$ cat src/verilog/err_report_consts.vh
`ifndef ERR_REPORT_CONSTS_VH
`define ERR_REPORT_CONSTS_VH
// Error flag bit positions
`define EF_VOLTAGE_CHECK     0
`define EF_ANGLE_CLAMP       1
`define EF_TEMPERATURE       2
`define EF_SATURATION        3
`define EF_LOGIC_FAILURE     4
`define EF_RADIUS_RANGE      5
`define EF_POWER_ON          6
`define EF_EEPROM_SINGLE     7
`define EF_UNDERVOLTAGE      8
`define EF_OVERVOLTAGE       9
`define EF_EEPROM_MULTI      10
`define EF_SHADOW_PARITY     11
`define EF_OSC_FREQ          12
`define EF_WIDTH             13
// Output modes
`define MODE_SENT            2'h0
`define MODE_PWM             2'h1
`define MODE_ANALOG          2'h2
// Analog error response selections
`define ARESP_HIGHZ          2'h0
`define ARESP_HIGH           2'h1
`define ARESP_LOW            2'h2
// Output drive codes
`define DRV_NORMAL           2'h0
`define DRV_HIGHZ            2'h1
`define DRV_HIGH             2'h2
`define DRV_LOW              2'h3
// SENT data selections with extended diagnostic nibbles
`define SENT_SEL_DIAG_A      4'h2
`define SENT_SEL_DIAG_B      4'h8
`define SENT_SEL_DIAG_C      4'hd
// Self-test
`define SELFTEST_TIME_MS     200
`define CLK_FREQ_KHZ         100000
`define SELFTEST_SIGNATURE   32'h6c56c9ef
`define SELFTEST_SEED        32'h0000_0001
`define LFSR_TAPS            32'h8020_0003
`define MISR_TAPS            32'h04c1_1db7
// Duty codes in percent
`define DUTY_STEP            7'h0a
`define DUTY_NONE            7'h00
`define FIFO_DEPTH           4
`define FIFO_AW              2
`endif

$ cat src/verilog/sensor_error_reporting_bist.v
`timescale 1ns/1ps
// Contract
// - Overvoltage forces error output; clears after supply falls and error read or reported.
// - Overvoltage detection only when locked; unlocked overvoltage enters programming, high-Z.
// - Threshold select 0 picks high rise/fall pair, 1 picks low pair.
// - SENT status bits stick until Manchester read or frame carrying set bit.
// - Sending a frame with set status bits clears those flags.
// - Status bit 0 ORs logic, radius, voltage-check, temperature and power-on flags.
// - Status bit 1 ORs undervoltage, overvoltage, saturation and angle-clamp flags.
// - Slow serial copy survives normal clears; cleared only after serial send.
// - Data selections 2, 8, 13 send diagnostic nibbles from independent copy.
// - Diagnostic nibbles share one bit for over- and undervoltage.
// - Digital error response select makes SENT/PWM high-Z while error present.
// - PWM error halves carrier and sends duty assigned to the flag.
// - Several PWM errors: only the highest-priority code is sent.
// - Analog error: output high-Z, high or low as configured.
// - Analog high-Z response held for configured number of angle updates.
// - Self-test lasts 200 ms; no communication while it runs.
// - Self-test end sets done bit regardless of outcome.
// - Self-test end sets pass bit only when checksum matches.
// - Computed checksum readable; expected signature is the fixed constant.
// - Self-test drives pseudo-random scan stimulus and compresses responses to checksum.
// - After undervoltage, SENT restarts with counter zero and first serial message.
// - SENT/PWM high-Z on overvoltage when access select is 2'b0X.
`include "err_report_consts.vh"
module sensor_error_reporting_bist #(
    parameter SELFTEST_CYCLES = (`SELFTEST_TIME_MS * `CLK_FREQ_KHZ)
) (
    input  wire                  i_sys_clk,
    input  wire                  i_sys_rst,
    input  wire [`EF_WIDTH-1:0]  i_error_raw,
    input  wire                  i_ovd_high_rise,
    input  wire                  i_ovd_high_fall,
    input  wire                  i_ovd_low_rise,
    input  wire                  i_ovd_low_fall,
    input  wire                  i_ovd_threshold_sel,
    input  wire                  i_eeprom_locked,
    input  wire [1:0]            i_output_mode,
    input  wire [3:0]            i_sent_data_sel,
    input  wire                  i_digital_error_response_select,
    input  wire [1:0]            i_analog_error_response,
    input  wire [3:0]            i_highz_hold_updates,
    input  wire [1:0]            i_programming_access_select,
    input  wire                  i_angle_update,
    input  wire                  i_manchester_err_read,
    input  wire                  i_sent_frame_sent,
    input  wire                  i_serial_msg_sent,
    input  wire                  i_serial_ready,
    input  wire                  i_selftest_start_bit,
    input  wire [31:0]           i_scan_response,
    output reg  [1:0]            o_sent_status_nibble,
    output reg  [7:0]            o_diag_nibbles,
    output reg  [`EF_WIDTH-1:0]  o_serial_err_data,
    output reg                   o_serial_err_valid,
    output reg                   o_pwm_half_freq,
    output reg  [6:0]            o_pwm_duty_pct,
    output reg  [1:0]            o_output_drive,
    output reg                   o_programming_mode,
    output reg                   o_sent_restart,
    output reg                   o_comm_block,
    output reg  [31:0]           o_scan_stimulus,
    output reg                   o_selftest_done_bit,
    output reg                   o_selftest_pass_bit,
    output reg  [31:0]           o_selftest_checksum
);
    localparam ST_IDLE = 2'b01;
    localparam ST_RUN  = 2'b10;

    // PWM duty priority encoder: logic failure is highest priority, angle clamp lowest
    function [6:0] pwm_duty;
        input [`EF_WIDTH-1:0] f;
        begin
            if (f[`EF_LOGIC_FAILURE])     pwm_duty = `DUTY_STEP;
            else if (f[`EF_RADIUS_RANGE]) pwm_duty = 7'h14;
            else if (f[`EF_VOLTAGE_CHECK]) pwm_duty = 7'h1e;
            else if (f[`EF_TEMPERATURE])  pwm_duty = 7'h28;
            else if (f[`EF_POWER_ON])     pwm_duty = 7'h32;
            else if (f[`EF_UNDERVOLTAGE]) pwm_duty = 7'h3c;
            else if (f[`EF_OVERVOLTAGE])  pwm_duty = 7'h46;
            else if (f[`EF_SATURATION])   pwm_duty = 7'h50;
            else if (f[`EF_ANGLE_CLAMP])  pwm_duty = 7'h5a;
            else                          pwm_duty = `DUTY_NONE;
        end
    endfunction

    // Status bit 0 group
    function group0;
        input [`EF_WIDTH-1:0] f;
        begin
            group0 = f[`EF_LOGIC_FAILURE] | f[`EF_RADIUS_RANGE] | f[`EF_VOLTAGE_CHECK] |
                     f[`EF_TEMPERATURE] | f[`EF_POWER_ON];
        end
    endfunction

    // Status bit 1 group
    function group1;
        input [`EF_WIDTH-1:0] f;
        begin
            group1 = f[`EF_UNDERVOLTAGE] | f[`EF_OVERVOLTAGE] | f[`EF_SATURATION] |
                     f[`EF_ANGLE_CLAMP];
        end
    endfunction

    // Three-stage synchronisers for pin-side levels
    wire [`EF_WIDTH+3:0] pin_raw;
    reg  [`EF_WIDTH+3:0] s1_q;
    reg  [`EF_WIDTH+3:0] s2_q;
    reg  [`EF_WIDTH+3:0] s3_q;
    reg  [`EF_WIDTH+3:0] pin_q;
    assign pin_raw = {i_ovd_high_rise, i_ovd_high_fall, i_ovd_low_rise, i_ovd_low_fall,
                      i_error_raw};
    genvar g;
    generate
        for (g = 0; g < `EF_WIDTH + 4; g = g + 1) begin : g_sync
            always @(posedge i_sys_clk) begin
                if (i_sys_rst) begin
                    s1_q[g]  <= 1'b0;
                    s2_q[g]  <= 1'b0;
                    s3_q[g]  <= 1'b0;
                    pin_q[g] <= 1'b0;
                end else begin
                    s1_q[g] <= pin_raw[g];
                    s2_q[g] <= s1_q[g];
                    s3_q[g] <= s2_q[g];
                    if (s2_q[g] == s3_q[g]) begin
                        pin_q[g] <= s3_q[g];
                    end
                end
            end
        end
    endgenerate

    // Overvoltage comparator pair selection
    wire ov_rise = i_ovd_threshold_sel ? pin_q[`EF_WIDTH+1] : pin_q[`EF_WIDTH+3];
    wire ov_fall = i_ovd_threshold_sel ? pin_q[`EF_WIDTH]   : pin_q[`EF_WIDTH+2];
    reg  ov_cond_q;

    // Hysteresis: set above rise, release only once below fall
    always @(posedge i_sys_clk) begin
        if (i_sys_rst) begin
            ov_cond_q <= 1'b0;
        end else if (!i_eeprom_locked) begin
            ov_cond_q <= 1'b0;
        end else if (ov_rise) begin
            ov_cond_q <= 1'b1;
        end else if (!ov_fall) begin
            ov_cond_q <= 1'b0;
        end
    end

    // Programming mode on unlocked overvoltage
    wire prog_entry = !i_eeprom_locked && ov_rise;

    // Live error conditions including overvoltage
    reg [`EF_WIDTH-1:0] live;
    always @* begin
        live = pin_q[`EF_WIDTH-1:0];
        live[`EF_OVERVOLTAGE] = ov_cond_q;
    end

    // Reporting copies: status and serial each sticky on its own; diagnostic follows live conditions
    reg [`EF_WIDTH-1:0] err_q;
    reg [`EF_WIDTH-1:0] serial_q;
    reg [`EF_WIDTH-1:0] diag_q;
    wire [`EF_WIDTH-1:0] crit_mask;
    assign crit_mask = (`EF_WIDTH'h1 << `EF_OSC_FREQ) | (`EF_WIDTH'h1 << `EF_EEPROM_MULTI) |
                       (`EF_WIDTH'h1 << `EF_SHADOW_PARITY);

    // Frame with set status bits clears the reported groups
    reg [`EF_WIDTH-1:0] sent_clr;
    always @* begin
        sent_clr = {`EF_WIDTH{1'b0}};
        if (i_sent_frame_sent && o_sent_status_nibble[0]) begin
            sent_clr[`EF_LOGIC_FAILURE] = 1'b1;
            sent_clr[`EF_RADIUS_RANGE]  = 1'b1;
            sent_clr[`EF_VOLTAGE_CHECK] = 1'b1;
            sent_clr[`EF_TEMPERATURE]   = 1'b1;
            sent_clr[`EF_POWER_ON]      = 1'b1;
        end
        if (i_sent_frame_sent && o_sent_status_nibble[1]) begin
            sent_clr[`EF_UNDERVOLTAGE] = 1'b1;
            sent_clr[`EF_OVERVOLTAGE]  = 1'b1;
            sent_clr[`EF_SATURATION]   = 1'b1;
            sent_clr[`EF_ANGLE_CLAMP]  = 1'b1;
        end
        if (i_output_mode == `MODE_PWM && i_sent_frame_sent) begin
            sent_clr = ~crit_mask; // PWM cycle reports everything it shows
        end
    end

    wire [`EF_WIDTH-1:0] err_clr = i_manchester_err_read ? ~crit_mask : sent_clr;
    wire                 serial_take = o_serial_err_valid & i_serial_ready;

    // Sticky status and serial copies, live diagnostic copy; a live condition always wins over a clear
    always @(posedge i_sys_clk) begin
        if (i_sys_rst) begin
            err_q    <= {`EF_WIDTH{1'b0}};
            serial_q <= {`EF_WIDTH{1'b0}};
            diag_q   <= {`EF_WIDTH{1'b0}};
        end else begin
            err_q    <= (err_q & ~err_clr) | live;
            serial_q <= (serial_take ? {`EF_WIDTH{1'b0}} : serial_q) | live;
            diag_q   <= live;
        end
    end

    // Slow serial copy queued through the FIFO to the serial message builder
    wire                 fifo_in_ready;
    wire                 fifo_out_valid;
    wire [`EF_WIDTH-1:0] fifo_out_data;
    reg                  push_q;
    always @(posedge i_sys_clk) begin
        if (i_sys_rst) begin
            push_q <= 1'b0;
        end else begin
            push_q <= i_serial_msg_sent;
        end
    end
    err_fifo #(
        .WIDTH (`EF_WIDTH),
        .DEPTH (`FIFO_DEPTH),
        .AW    (`FIFO_AW)
    ) u_fifo (
        .i_sys_clk   (i_sys_clk),
        .i_sys_rst   (i_sys_rst),
        .i_in_valid  (push_q & (serial_q != {`EF_WIDTH{1'b0}})),
        .o_in_ready  (fifo_in_ready),
        .i_in_data   (serial_q),
        .o_out_valid (fifo_out_valid),
        .i_out_ready (i_serial_ready & !o_serial_err_valid),
        .o_out_data  (fifo_out_data)
    );

    // Undervoltage exit detection
    reg uv_prev_q;
    wire any_err = |(err_q & ~(`EF_WIDTH'h1 << `EF_EEPROM_SINGLE));
    wire digital_mode = (i_output_mode == `MODE_SENT) || (i_output_mode == `MODE_PWM);
    wire diag_sel = (i_sent_data_sel == `SENT_SEL_DIAG_A) ||
                    (i_sent_data_sel == `SENT_SEL_DIAG_B) ||
                    (i_sent_data_sel == `SENT_SEL_DIAG_C);

    // Analog high-Z hold counter in angle updates
    reg [3:0] hold_q;
    always @(posedge i_sys_clk) begin
        if (i_sys_rst) begin
            hold_q <= 4'h0;
        end else if (any_err && i_output_mode == `MODE_ANALOG) begin
            hold_q <= i_highz_hold_updates;
        end else if (i_angle_update && hold_q != 4'h0) begin
            hold_q <= hold_q - 4'h1;
        end
    end

    // Output reporting registers
    always @(posedge i_sys_clk) begin
        if (i_sys_rst) begin
            o_sent_status_nibble <= 2'h0;
            o_diag_nibbles       <= 8'h00;
            o_serial_err_data    <= {`EF_WIDTH{1'b0}};
            o_serial_err_valid   <= 1'b0;
            o_pwm_half_freq      <= 1'b0;
            o_pwm_duty_pct       <= `DUTY_NONE;
            o_output_drive       <= `DRV_HIGHZ;
            o_programming_mode   <= 1'b0;
            o_sent_restart       <= 1'b0;
            uv_prev_q            <= 1'b0;
        end else begin
            o_sent_status_nibble <= {group1(err_q), group0(err_q)};
            o_diag_nibbles <= {8{diag_sel}} & {diag_q[`EF_ANGLE_CLAMP], diag_q[`EF_SATURATION],
                              diag_q[`EF_OVERVOLTAGE] | diag_q[`EF_UNDERVOLTAGE],
                              diag_q[`EF_POWER_ON], diag_q[`EF_TEMPERATURE],
                              diag_q[`EF_VOLTAGE_CHECK], diag_q[`EF_RADIUS_RANGE],
                              diag_q[`EF_LOGIC_FAILURE]};
            if (serial_take) begin
                o_serial_err_valid <= 1'b0;
            end else if (fifo_out_valid && !o_serial_err_valid) begin
                o_serial_err_valid <= 1'b1;
                o_serial_err_data  <= fifo_out_data;
            end
            o_pwm_half_freq <= (i_output_mode == `MODE_PWM) && any_err;
            o_pwm_duty_pct  <= (i_output_mode == `MODE_PWM) ? pwm_duty(err_q) : `DUTY_NONE;
            uv_prev_q       <= err_q[`EF_UNDERVOLTAGE];
            o_sent_restart  <= uv_prev_q && !err_q[`EF_UNDERVOLTAGE] &&
                               i_output_mode == `MODE_SENT;
            if (prog_entry) begin
                o_programming_mode <= 1'b1;
            end else if (i_eeprom_locked) begin
                o_programming_mode <= 1'b0;
            end
            if (prog_entry || o_programming_mode || |(err_q & crit_mask)) begin
                o_output_drive <= `DRV_HIGHZ;
            end else if (digital_mode) begin
                if (ov_cond_q && !i_programming_access_select[1]) begin
                    o_output_drive <= `DRV_HIGHZ;
                end else if (i_digital_error_response_select && |err_q) begin
                    o_output_drive <= `DRV_HIGHZ;
                end else begin
                    o_output_drive <= `DRV_NORMAL;
                end
            end else if (any_err || hold_q != 4'h0) begin
                case (i_analog_error_response)
                    `ARESP_HIGH: o_output_drive <= `DRV_HIGH;
                    `ARESP_LOW:  o_output_drive <= `DRV_LOW;
                    default:     o_output_drive <= `DRV_HIGHZ;
                endcase
            end else begin
                o_output_drive <= `DRV_NORMAL;
            end
        end
    end

    // Self-test sequencer: LFSR stimulus, MISR compaction
    reg [1:0]  st_q;
    reg [31:0] cnt_q;
    reg [31:0] lfsr_q;
    reg        start_prev_q;
    wire [31:0] misr_next = {o_selftest_checksum[30:0], 1'b0} ^
                            (o_selftest_checksum[31] ? `MISR_TAPS : 32'h0000_0000) ^
                            i_scan_response;
    always @(posedge i_sys_clk) begin
        if (i_sys_rst) begin
            st_q                <= ST_IDLE;
            cnt_q               <= 32'h0000_0000;
            lfsr_q              <= `SELFTEST_SEED;
            start_prev_q        <= 1'b0;
            o_comm_block        <= 1'b0;
            o_scan_stimulus     <= 32'h0000_0000;
            o_selftest_done_bit <= 1'b0;
            o_selftest_pass_bit <= 1'b0;
            o_selftest_checksum <= 32'h0000_0000;
        end else begin
            start_prev_q <= i_selftest_start_bit;
            case (st_q)
                ST_IDLE: begin
                    if (i_selftest_start_bit && !start_prev_q && !i_eeprom_locked) begin
                        st_q                <= ST_RUN;
                        cnt_q               <= 32'h0000_0000;
                        lfsr_q              <= `SELFTEST_SEED;
                        o_selftest_checksum <= 32'h0000_0000;
                        o_selftest_done_bit <= 1'b0;
                        o_selftest_pass_bit <= 1'b0;
                        o_comm_block        <= 1'b1;
                    end
                end
                ST_RUN: begin
                    lfsr_q <= {lfsr_q[30:0], 1'b0} ^ (lfsr_q[31] ? `LFSR_TAPS : 32'h0);
                    o_scan_stimulus     <= lfsr_q;
                    o_selftest_checksum <= misr_next;
                    cnt_q <= cnt_q + 32'h0000_0001;
                    if (cnt_q == SELFTEST_CYCLES - 1) begin
                        st_q                <= ST_IDLE;
                        o_comm_block        <= 1'b0;
                        o_selftest_done_bit <= 1'b1;
                        o_selftest_pass_bit <= (misr_next == `SELFTEST_SIGNATURE);
                    end
                end
                default: begin
                    st_q         <= ST_IDLE;
                    o_comm_block <= 1'b0;
                end
            endcase
        end
    end
endmodule // sensor_error_reporting_bist

$ cat src/verilog/err_fifo.v
`timescale 1ns/1ps
module err_fifo #(
    parameter WIDTH = 8,
    parameter DEPTH = 4,
    parameter AW    = 2
) (
    input  wire             i_sys_clk,
    input  wire             i_sys_rst,
    input  wire             i_in_valid,
    output wire             o_in_ready,
    input  wire [WIDTH-1:0] i_in_data,
    output wire             o_out_valid,
    input  wire             i_out_ready,
    output wire [WIDTH-1:0] o_out_data
);
    reg [WIDTH-1:0] mem_q [0:DEPTH-1];
    reg [AW-1:0]    wr_q;
    reg [AW-1:0]    rd_q;
    reg [AW:0]      cnt_q;
    wire            push;
    wire            pop;

    // Honest full and empty from the fill count
    assign o_in_ready  = (cnt_q != DEPTH[AW:0]);
    assign o_out_valid = (cnt_q != {(AW+1){1'b0}});
    assign o_out_data  = mem_q[rd_q];
    assign push        = i_in_valid & o_in_ready;
    assign pop         = o_out_valid & i_out_ready;

    // Pointers and fill count
    always @(posedge i_sys_clk) begin
        if (i_sys_rst) begin
            wr_q  <= {AW{1'b0}};
            rd_q  <= {AW{1'b0}};
            cnt_q <= {(AW+1){1'b0}};
        end else begin
            if (push) begin
                wr_q <= wr_q + 1'b1;
            end
            if (pop) begin
                rd_q <= rd_q + 1'b1;
            end
            cnt_q <= cnt_q + {{AW{1'b0}}, push} - {{AW{1'b0}}, pop};
        end
    end

    // Storage write
    always @(posedge i_sys_clk) begin
        if (push) begin
            mem_q[wr_q] <= i_in_data;
        end
    end
endmodule // err_fifo

$ cat config.mk
export PLATFORM = sky130hd
export DESIGN_NAME = sensor_error_reporting_bist
export DESIGN_NICKNAME = d
export VERILOG_FILES = /design/src/verilog/sensor_error_reporting_bist.v /design/src/verilog/err_fifo.v
export VERILOG_INCLUDE_DIRS = /design/src /design/src/verilog
export SDC_FILE = /design/constraint.sdc
export NUM_CORES = 1
export LEC_CHECK = 0
export ABC_CLOCK_PERIOD_IN_PS = 2000
export BUFFER_PORTS_ARGS = -buffer_cell sky130_fd_sc_hd__clkbuf_2
export CAP_MARGIN = 10
export CORE_ASPECT_RATIO = 0.75
export CORE_MARGIN = 5
export CORE_UTILIZATION = 25
export CTS_CLUSTER_DIAMETER = 40
export DETAILED_ROUTE_END_ITERATION = 10
export GPL_ROUTABILITY_DRIVEN = 0
export PLACE_DENSITY = 0.49
export SYNTH_ARGS = -nofsm -noshare
export SYNTH_HDL_FRONTEND = slang
export SYNTH_SLANG_ARGS = --single-unit
$ cat constraint.sdc
create_clock -name i_sys_clk -period 2 [get_ports i_sys_clk]
set_input_delay 0.3 -clock i_sys_clk [delete_from_list [all_inputs] [get_ports i_sys_clk]]
set_output_delay 0.3 -clock i_sys_clk [all_outputs]
set_load 0.005 [all_outputs]
==> metrics, run 1 <==
number of I/O pins=roughly 180; minimum clock period=1990 ps; ys async rst share=0; worst reg2reg setup slack=about 6 ps; Worst EP arrival=2420 ps; Worst Path Max Fanout=2; initial antenna violation count=1; fmax=502 MHz; Critical Path Start Type=flip-flop; clock buffer depth=3; Hold Path Sink=o_programming_mode; max cap viols=0; Hold Startpoint=i_eeprom_locked; clk root buf=clkbuf_16; synthesized area=around 12000 sq um; Final WS setup=slightly above 6 ps; r2r endpoint=u_fifo.cnt_q[2]; cell count after synthesis=around 1.3k; post-synthesis sequential area ratio=0.581; CTS sink count=~330; critical path cell sequence=nor3_4, nor2_2, and2_4, ha_4, inv_4, ha_4, inv_2, fa_2, xor2_2, xnor2_1, nor2_1; Area contributors post-synth=dfxtp_1, edfxtp_1, nand2_1; Leak=roughly 0.0063 uW; Antenna Nets Post-Route=0; largest area contributor in the netlist=dfxtp_1; number of vias per cell=4.37; GRT Total Usage=0.113; worst reg2reg path startpoint=u_fifo.cnt_q[2]; DR WL/cell=about 15 microns; largest net degree at the start of global routing=133; Post-route DRC=0; DRT iter0 DRCs=556; PwrDens=between 1000 and 1500 nW/um^2; crit-path leading delay family=adder cells; Yosys reg bits=333; maximum vdd ir drop=between 0.5 and 0.6 mV; Synthesized Nets=about 1.4k; top cell type's share of synthesized area=0.455; CTS tree=built; core area=48900 sq um; Synth Area per Inst=~9.8 sq um; Num CTS Buffers=48; unrepaired setup endpoints after global routing=yes; status=complete, no violations; fin crit share=0.997; Die H=slightly above 200 microns; TritonRoute pass-1 iters=5; ratio of cells with drive above 1 in the final layout=0.236; Die ar.=about 54000 sq um; Post-synth top cells=dfxtp_1, nand2_1, a21oi_1; Final Hold Viols=0; vias in the first global route=between 9k and 10k; post-DP HPWL=21.6 mm; hold path depth=2; Setup-failing EPs final=0; Crit path top cell by count=ha_4; clk_lat worst skew=around 550 ps; wirelength, routed=between 30 and 40 mm; Ys Warns=0; grt total ovfl=0; nets=1583; Worst Tran Pin Value=slightly above 600 ps; max-slew violations=0; worst reg-to-reg path cell count=11; Worst setup EP type=flip-flop; Min-Delay Path Class=primary input to flip-flop; max_slew headroom=0.584; Buffers on Ports=around 170; CP Class=flip-flop to flip-flop; clk_skew=16.2 ps; EDFF count, synth=52; Cell Rows=70; area grow syn2layout=31.8%; Top FF cell, synth=dfxtp_1; Yosys cell types=a little under 60; H-tree depth=2; max incr delay on CP=360 ps; critical-path cell with the highest stage delay=fa_2; final core occ=0.334; Initial Util=0.253; WP data required=~2400 ps; first-pass GRT wire length=just over 50 mm; count leader, synth=dfxtp_1; Worst Path Buf+Inv=2; via count=9557; Clk pin slew, worst setup/hold paths=around 60 ps; Die Wd=around 270 microns; pre-CTS WS=-153 ps
-- state kept, by name, summed over array words and instances (netlist names), 6 cells and up --
signal and count:
s2_q 16, o_serial_err_data 13, o_diag_nibbles 8, u_fifo.mem_q 52, o_scan_stimulus 32, o_selftest_checksum 32
serial_q 13, s1_q 16, s3_q 16, o_pwm_duty_pct 6, diag_q 9, lfsr_q 32
err_q 13, cnt_q 32, live 12
-- layout by cell type, fill, tap and decap left out, types with 5 or more instances in the layout --
master | Yosys | routed
clkinv_4 | 0 | 6
buf_4 | 3 | 46
buf_12 | 0 | 8
clkbuf_16 | 0 | 48
nor2_1 | 60 | 58
dlygate4sd3_1 | 0 | 21
a21oi_1 | 157 | 157
nor2b_1 | 54 | 53
bufinv_16 | 0 | 5
o21ai_0 | 25 | 25
dfxtp_1 | 281 | 278
mux4_2 | 13 | 13
and2_1 | 16 | 15
xnor2_1 | 23 | 22
inv_6 | 0 | 12
or3_1 | 11 | 11
nand4_1 | 13 | 13
and3_1 | 6 | 5
o211ai_1 | 10 | 10
nor3_1 | 15 | 14
mux2_1 | 9 | 9
inv_1 | 32 | 30
xor2_1 | 31 | 29
edfxtp_1 | 52 | 52
nand2_1 | 238 | 238
nand3_1 | 58 | 58
nor4_2 | 2 | 5
ha_1 | 9 | 7
nand2b_1 | 13 | 12
clkbuf_2 | 0 | 172
-- final cells by class --
type	instances	area [sq um]
clock buffers	53	1240
fillers	5048	32600
inverters	32	123
clock inverters	36	427
multi-input cells	836	4920
flip-flops and latches	333	7190
diodes	1	2.50
well taps	648	811
repair buffers	248	1590
-- report_power, final --
group,internal (uW),switching (uW)
sequential,7050,141
clock,5270,3350
combinational,925,1040
total,13200,4530
-- worst max path at each step --
stage	start	endpoint	slack, ps	depth (start not counted)
4_1_cts	u_fifo.cnt_q[1]	u_fifo.cnt_q[2]	8	11
3_3_place_gp	i_scan_response[25]	o_selftest_pass_bit	-150	7
6_report	u_fifo.cnt_q[2]	u_fifo.cnt_q[2]	6	11
3_5_place_dp	i_scan_response[25]	o_selftest_pass_bit	-150	7
2_1_floorplan	u_fifo.cnt_q[2]	u_fifo.cnt_q[2]	3	11
5_1_grt	u_fifo.cnt_q[2]	u_fifo.cnt_q[2]	-140	11
-- layer usage --
layer	share of wire	wire [microns]	global-route usage
met1	0.50	16000	0.166
met2	0.42	13500	0.167
met3	0.052	1650	0.0258
met4	0.022	685	0.0313
met5	0	0	0
-- stage by stage --
step                      total power [uW]  hold slack [ps]  TNS, ps  std cells  instance area [sq um]
after detailed placement              9210              415     -194       2075                  14300
after floorplan                       8520              377        0       1266                  12400
final                                17800             46.0        0       2187                  16300
after CTS                            18100             2.43        0       2186                  16300
after global placement                9210              419     -212       2075                  14300
after global routing                 18700             42.7     -138       2187                  16300
-- logic make-up (layout without fill, tap and decap cells) --
group / count (synthesis) / in the layout / share of synthesized area
and+or+nand+nor: 531 / 531 / 0.209
AOI/OAI and AO/OA: 211 / 211 / 0.0915
xor gates and xnor gates: 54 / 54 / 0.0382
buffers and inverters: 97 / 369 / 0.0317
adders and majority gates: 10 / 10 / 0.0107
other: 1 / 2 / 0.000303
muxes: 29 / 29 / 0.0379
DFF: 333 / 333 / 0.581
-- what timing repair did --
item,in CTS,in global routing
buffers inserted,1,0
hold endpoints to repair,21,0
pin swaps,9,10
hold buffers,21,0
gates resized for setup,7,8
endpoints found under the setup margin,3,4
Note: power is estimated with default switching activity, not from simulation.
==> run 2, diff against run 1 <==
==> constraint.sdc (replaced) <==
create_clock -name i_sys_clk -period 2 [get_ports i_sys_clk]
set_input_delay 0.1 -clock i_sys_clk [delete_from_list [all_inputs] [get_ports i_sys_clk]]
set_output_delay 0.1 -clock i_sys_clk [all_outputs]
set_load 0.005 [all_outputs]
==> run 2 against run 1 <==
  * First-iteration DRC count fell by 19%
  * Clock power rose by 2.7%
  * Worst hold slack got worse by 38 ps
  * Total power rose by 1.7%
  * Via count rose by 1.0%
  * Utilization rose by 1.1 points
  * Global-route usage rose by 0.33 points
==> metrics, run 2 (same netlist as run 1, synthesis figures left out) <==
worst reg-to-reg path cell count=11 (unchanged); CP Class=flip-flop to flip-flop; fin crit share=0.979 (-0.0180); Worst Path Buf+Inv=2 (unchanged); number of vias per cell=4.32 (-1.1%); max_slew headroom=0.484 (-0.100); placed inst area=14400 sq um (+0.28%); CTS tree=built; Die H=203 microns (unchanged); GR Util met1=0.171 (+0.00507); fmax=511 MHz (+1.8%); Die ar.=54100 sq um (unchanged); clk_lat worst skew=580 ps (+30 ps); commonest non-fill, non-tap cell in the layout=dfxtp_1; clock buffer depth=3 (unchanged); GRT Total Usage=0.117 (+0.00326); Die Wd=267 microns (unchanged); Leak=0.00654 uW (+4.1%); maximum vdd ir drop=0.532 mV (-5.3%); Clk pin slew, worst setup/hold paths=60 ps (about the same); Top reg by flops=u_fifo.mem_q; post-DP HPWL=22.0 mm (+1.8%); ratio of cells with drive above 1 in the final layout=0.235 (-0.000838); H-tree depth=2 (unchanged); worst reg2reg setup slack=40 ps (+40 ps); Inserted Diodes=0 (-1); via count=9657 (+1.0%); max reg flops=52 (unchanged); critical-path cell with the highest stage delay=dfxtp_2; clk root buf=clkbuf_16; Post-route DRC=0 (unchanged); area grow syn2layout=36.0%; Worst setup EP type=flip-flop; footprint of the multi-input gates=4900 sq um (-0.31%); max-slew violations=0 (unchanged); critical path cell sequence=nor3_4, nor2_2, and2_4, ha_4, inv_2, ha_4, inv_2, fa_2, xor2_1, xnor2_1, nor2_1; pre-CTS WS=-101 ps (+51.8 ps); most frequent cells in the layout=dfxtp_1, nand2_1, clkbuf_2, a21oi_1, dlygate4sd3_1; max cap viols=0 (unchanged); WP data required=2460 ps (+40 ps); Final Hold Viols=0 (unchanged); initial antenna violation count=0 (-1); Antenna Nets Post-Route=0 (unchanged); Critical Path Start Type=flip-flop; Worst Tran Pin Value=767 ps (+143 ps); worst reg2reg path startpoint=u_fifo.cnt_q[2]; Worst Path Max Fanout=3 (+1); wirelength, routed=32.4 mm (+1.9%); Worst EP arrival=2420 ps (about the same); Buffers on Ports=173 (unchanged); FF+latch area=7200 sq um (about the same); unrepaired setup endpoints after global routing=yes; Cell Rows=70 (unchanged); TritonRoute pass-1 iters=5 (unchanged); grt peak-use layer=met1; final instance area=16800 sq um (+3.2%); Hold Path Sink=o_selftest_checksum[10]; Fill cells=5009 (-0.77%); core area=48900 sq um (unchanged); Final WS setup=42.0 ps (+35.9 ps); grt met3 use=0.0303 (+0.00448); Post-Route Setup TNS=0 ps (unchanged); minimum clock period=1960 ps (-35.9 ps); Num CTS Buffers=49 (+2.1%); max incr delay on CP=330 ps (-30 ps); Setup-failing EPs final=0 (unchanged); vias in the first global route=9306 (+1.2%); clk_skew=34.9 ps (+18.7 ps); grt total ovfl=0 (unchanged); status=complete, no violations; r2r endpoint=u_fifo.cnt_q[2]; met2 global-route usage=0.170 (+0.00227); number of I/O pins=177 (unchanged); first-pass GRT wire length=51.2 mm (+0.99%); largest net degree at the start of global routing=74 (-44%); Hold Startpoint=i_scan_response[10]; PwrDens=1070 nW/um^2 (-1.4%); DRT iter0 DRCs=451 (-19%); DR WL/cell=14.5 microns (-0.20%); Min-Delay Path Class=primary input to flip-flop; Initial Util=0.253 (unchanged); CTS sink count=333 (unchanged); nets=1629 (+2.9%); crit-path leading delay family=adder cells; hold path depth=5 (+3)
run 2: per-layer routing:
| layer | routed length [microns] | vias to the layer above | share of wire |
|---|---|---|---|
| met2 | 13500 | 165 | 0.42 |
| met1 | 16700 | 4560 | 0.52 |
| met5 | 0 | - | 0 |
| met4 | 640 | 0 | 0.020 |
| met3 | 1590 | 46 | 0.049 |
| li1 | - | 4886 | - |
run 2: where the power goes:
part | internal (uW) | leakage (uW) | switching (uW)
sequential | 7050 | 0.00275 | 135
combinational | 985 | 0.00294 | 1050
clock | 5480 | 0.000838 | 3370
total | 13500 | 0.00654 | 4560
run 2: repair_timing:
action / 4_1_cts / 5_1_grt
setup endpoints to repair: 2 / 4
endpoints found under the hold margin: 90 / 0
pin swaps: 9 / 11
gates resized for setup: 7 / 7
hold buffers: 59 / 0
setup buffers: 1 / 5
run 2: worst max path at each step:
stage               cells after the start                    start  slack [ps]                  end
floorplan                              11          u_fifo.cnt_q[2]           3      u_fifo.cnt_q[2]
global placement                        6  o_selftest_checksum[24]        -100  o_selftest_pass_bit
detailed placement                      6  o_selftest_checksum[24]        -100  o_selftest_pass_bit
CTS                                    11          u_fifo.cnt_q[1]         -10      u_fifo.cnt_q[2]
global route                           11          u_fifo.cnt_q[2]         -60      u_fifo.cnt_q[2]
finish                                 11          u_fifo.cnt_q[2]          40      u_fifo.cnt_q[2]
run 2: through the flow:
stage / hold slack, ps / std cells / power [uW] / utilization
finish: 7.56 / 2234 / 18100 / 0.344
floorplan: 177 / 1266 / 8520 / -
CTS: 1.55 / 2229 / 18400 / 0.343
detailed placement: 318 / 2077 / 9220 / 0.294
global route: 29.1 / 2234 / 18900 / 0.344
global placement: 309 / 2077 / 9200 / 0.294
run 2: layout make-up:
| type | count | share of cell area |
|---|---|---|
| Clock buffer | 59 | 0.0806 |
| Inverter | 32 | 0.00714 |
| Timing Repair Buffer | 293 | 0.122 |
| Sequential cell | 333 | 0.428 |
| Multi-Input combinational cell | 836 | 0.291 |
| Tap cell | 648 | 0.0482 |
| Clock inverter | 33 | 0.0229 |
run 2: worst reg2reg max path: cells and delay by family, from the launching register on:
| family | cells | cell delay [ps] |
|---|---|---|
| adders and majority gates | 3 | 650 |
| xor gates and xnor gates | 2 | 300 |
| buffers and inverters | 2 | 90 |
| and+or+nand+nor | 4 | 490 |
| DFF | 1 | 330 |
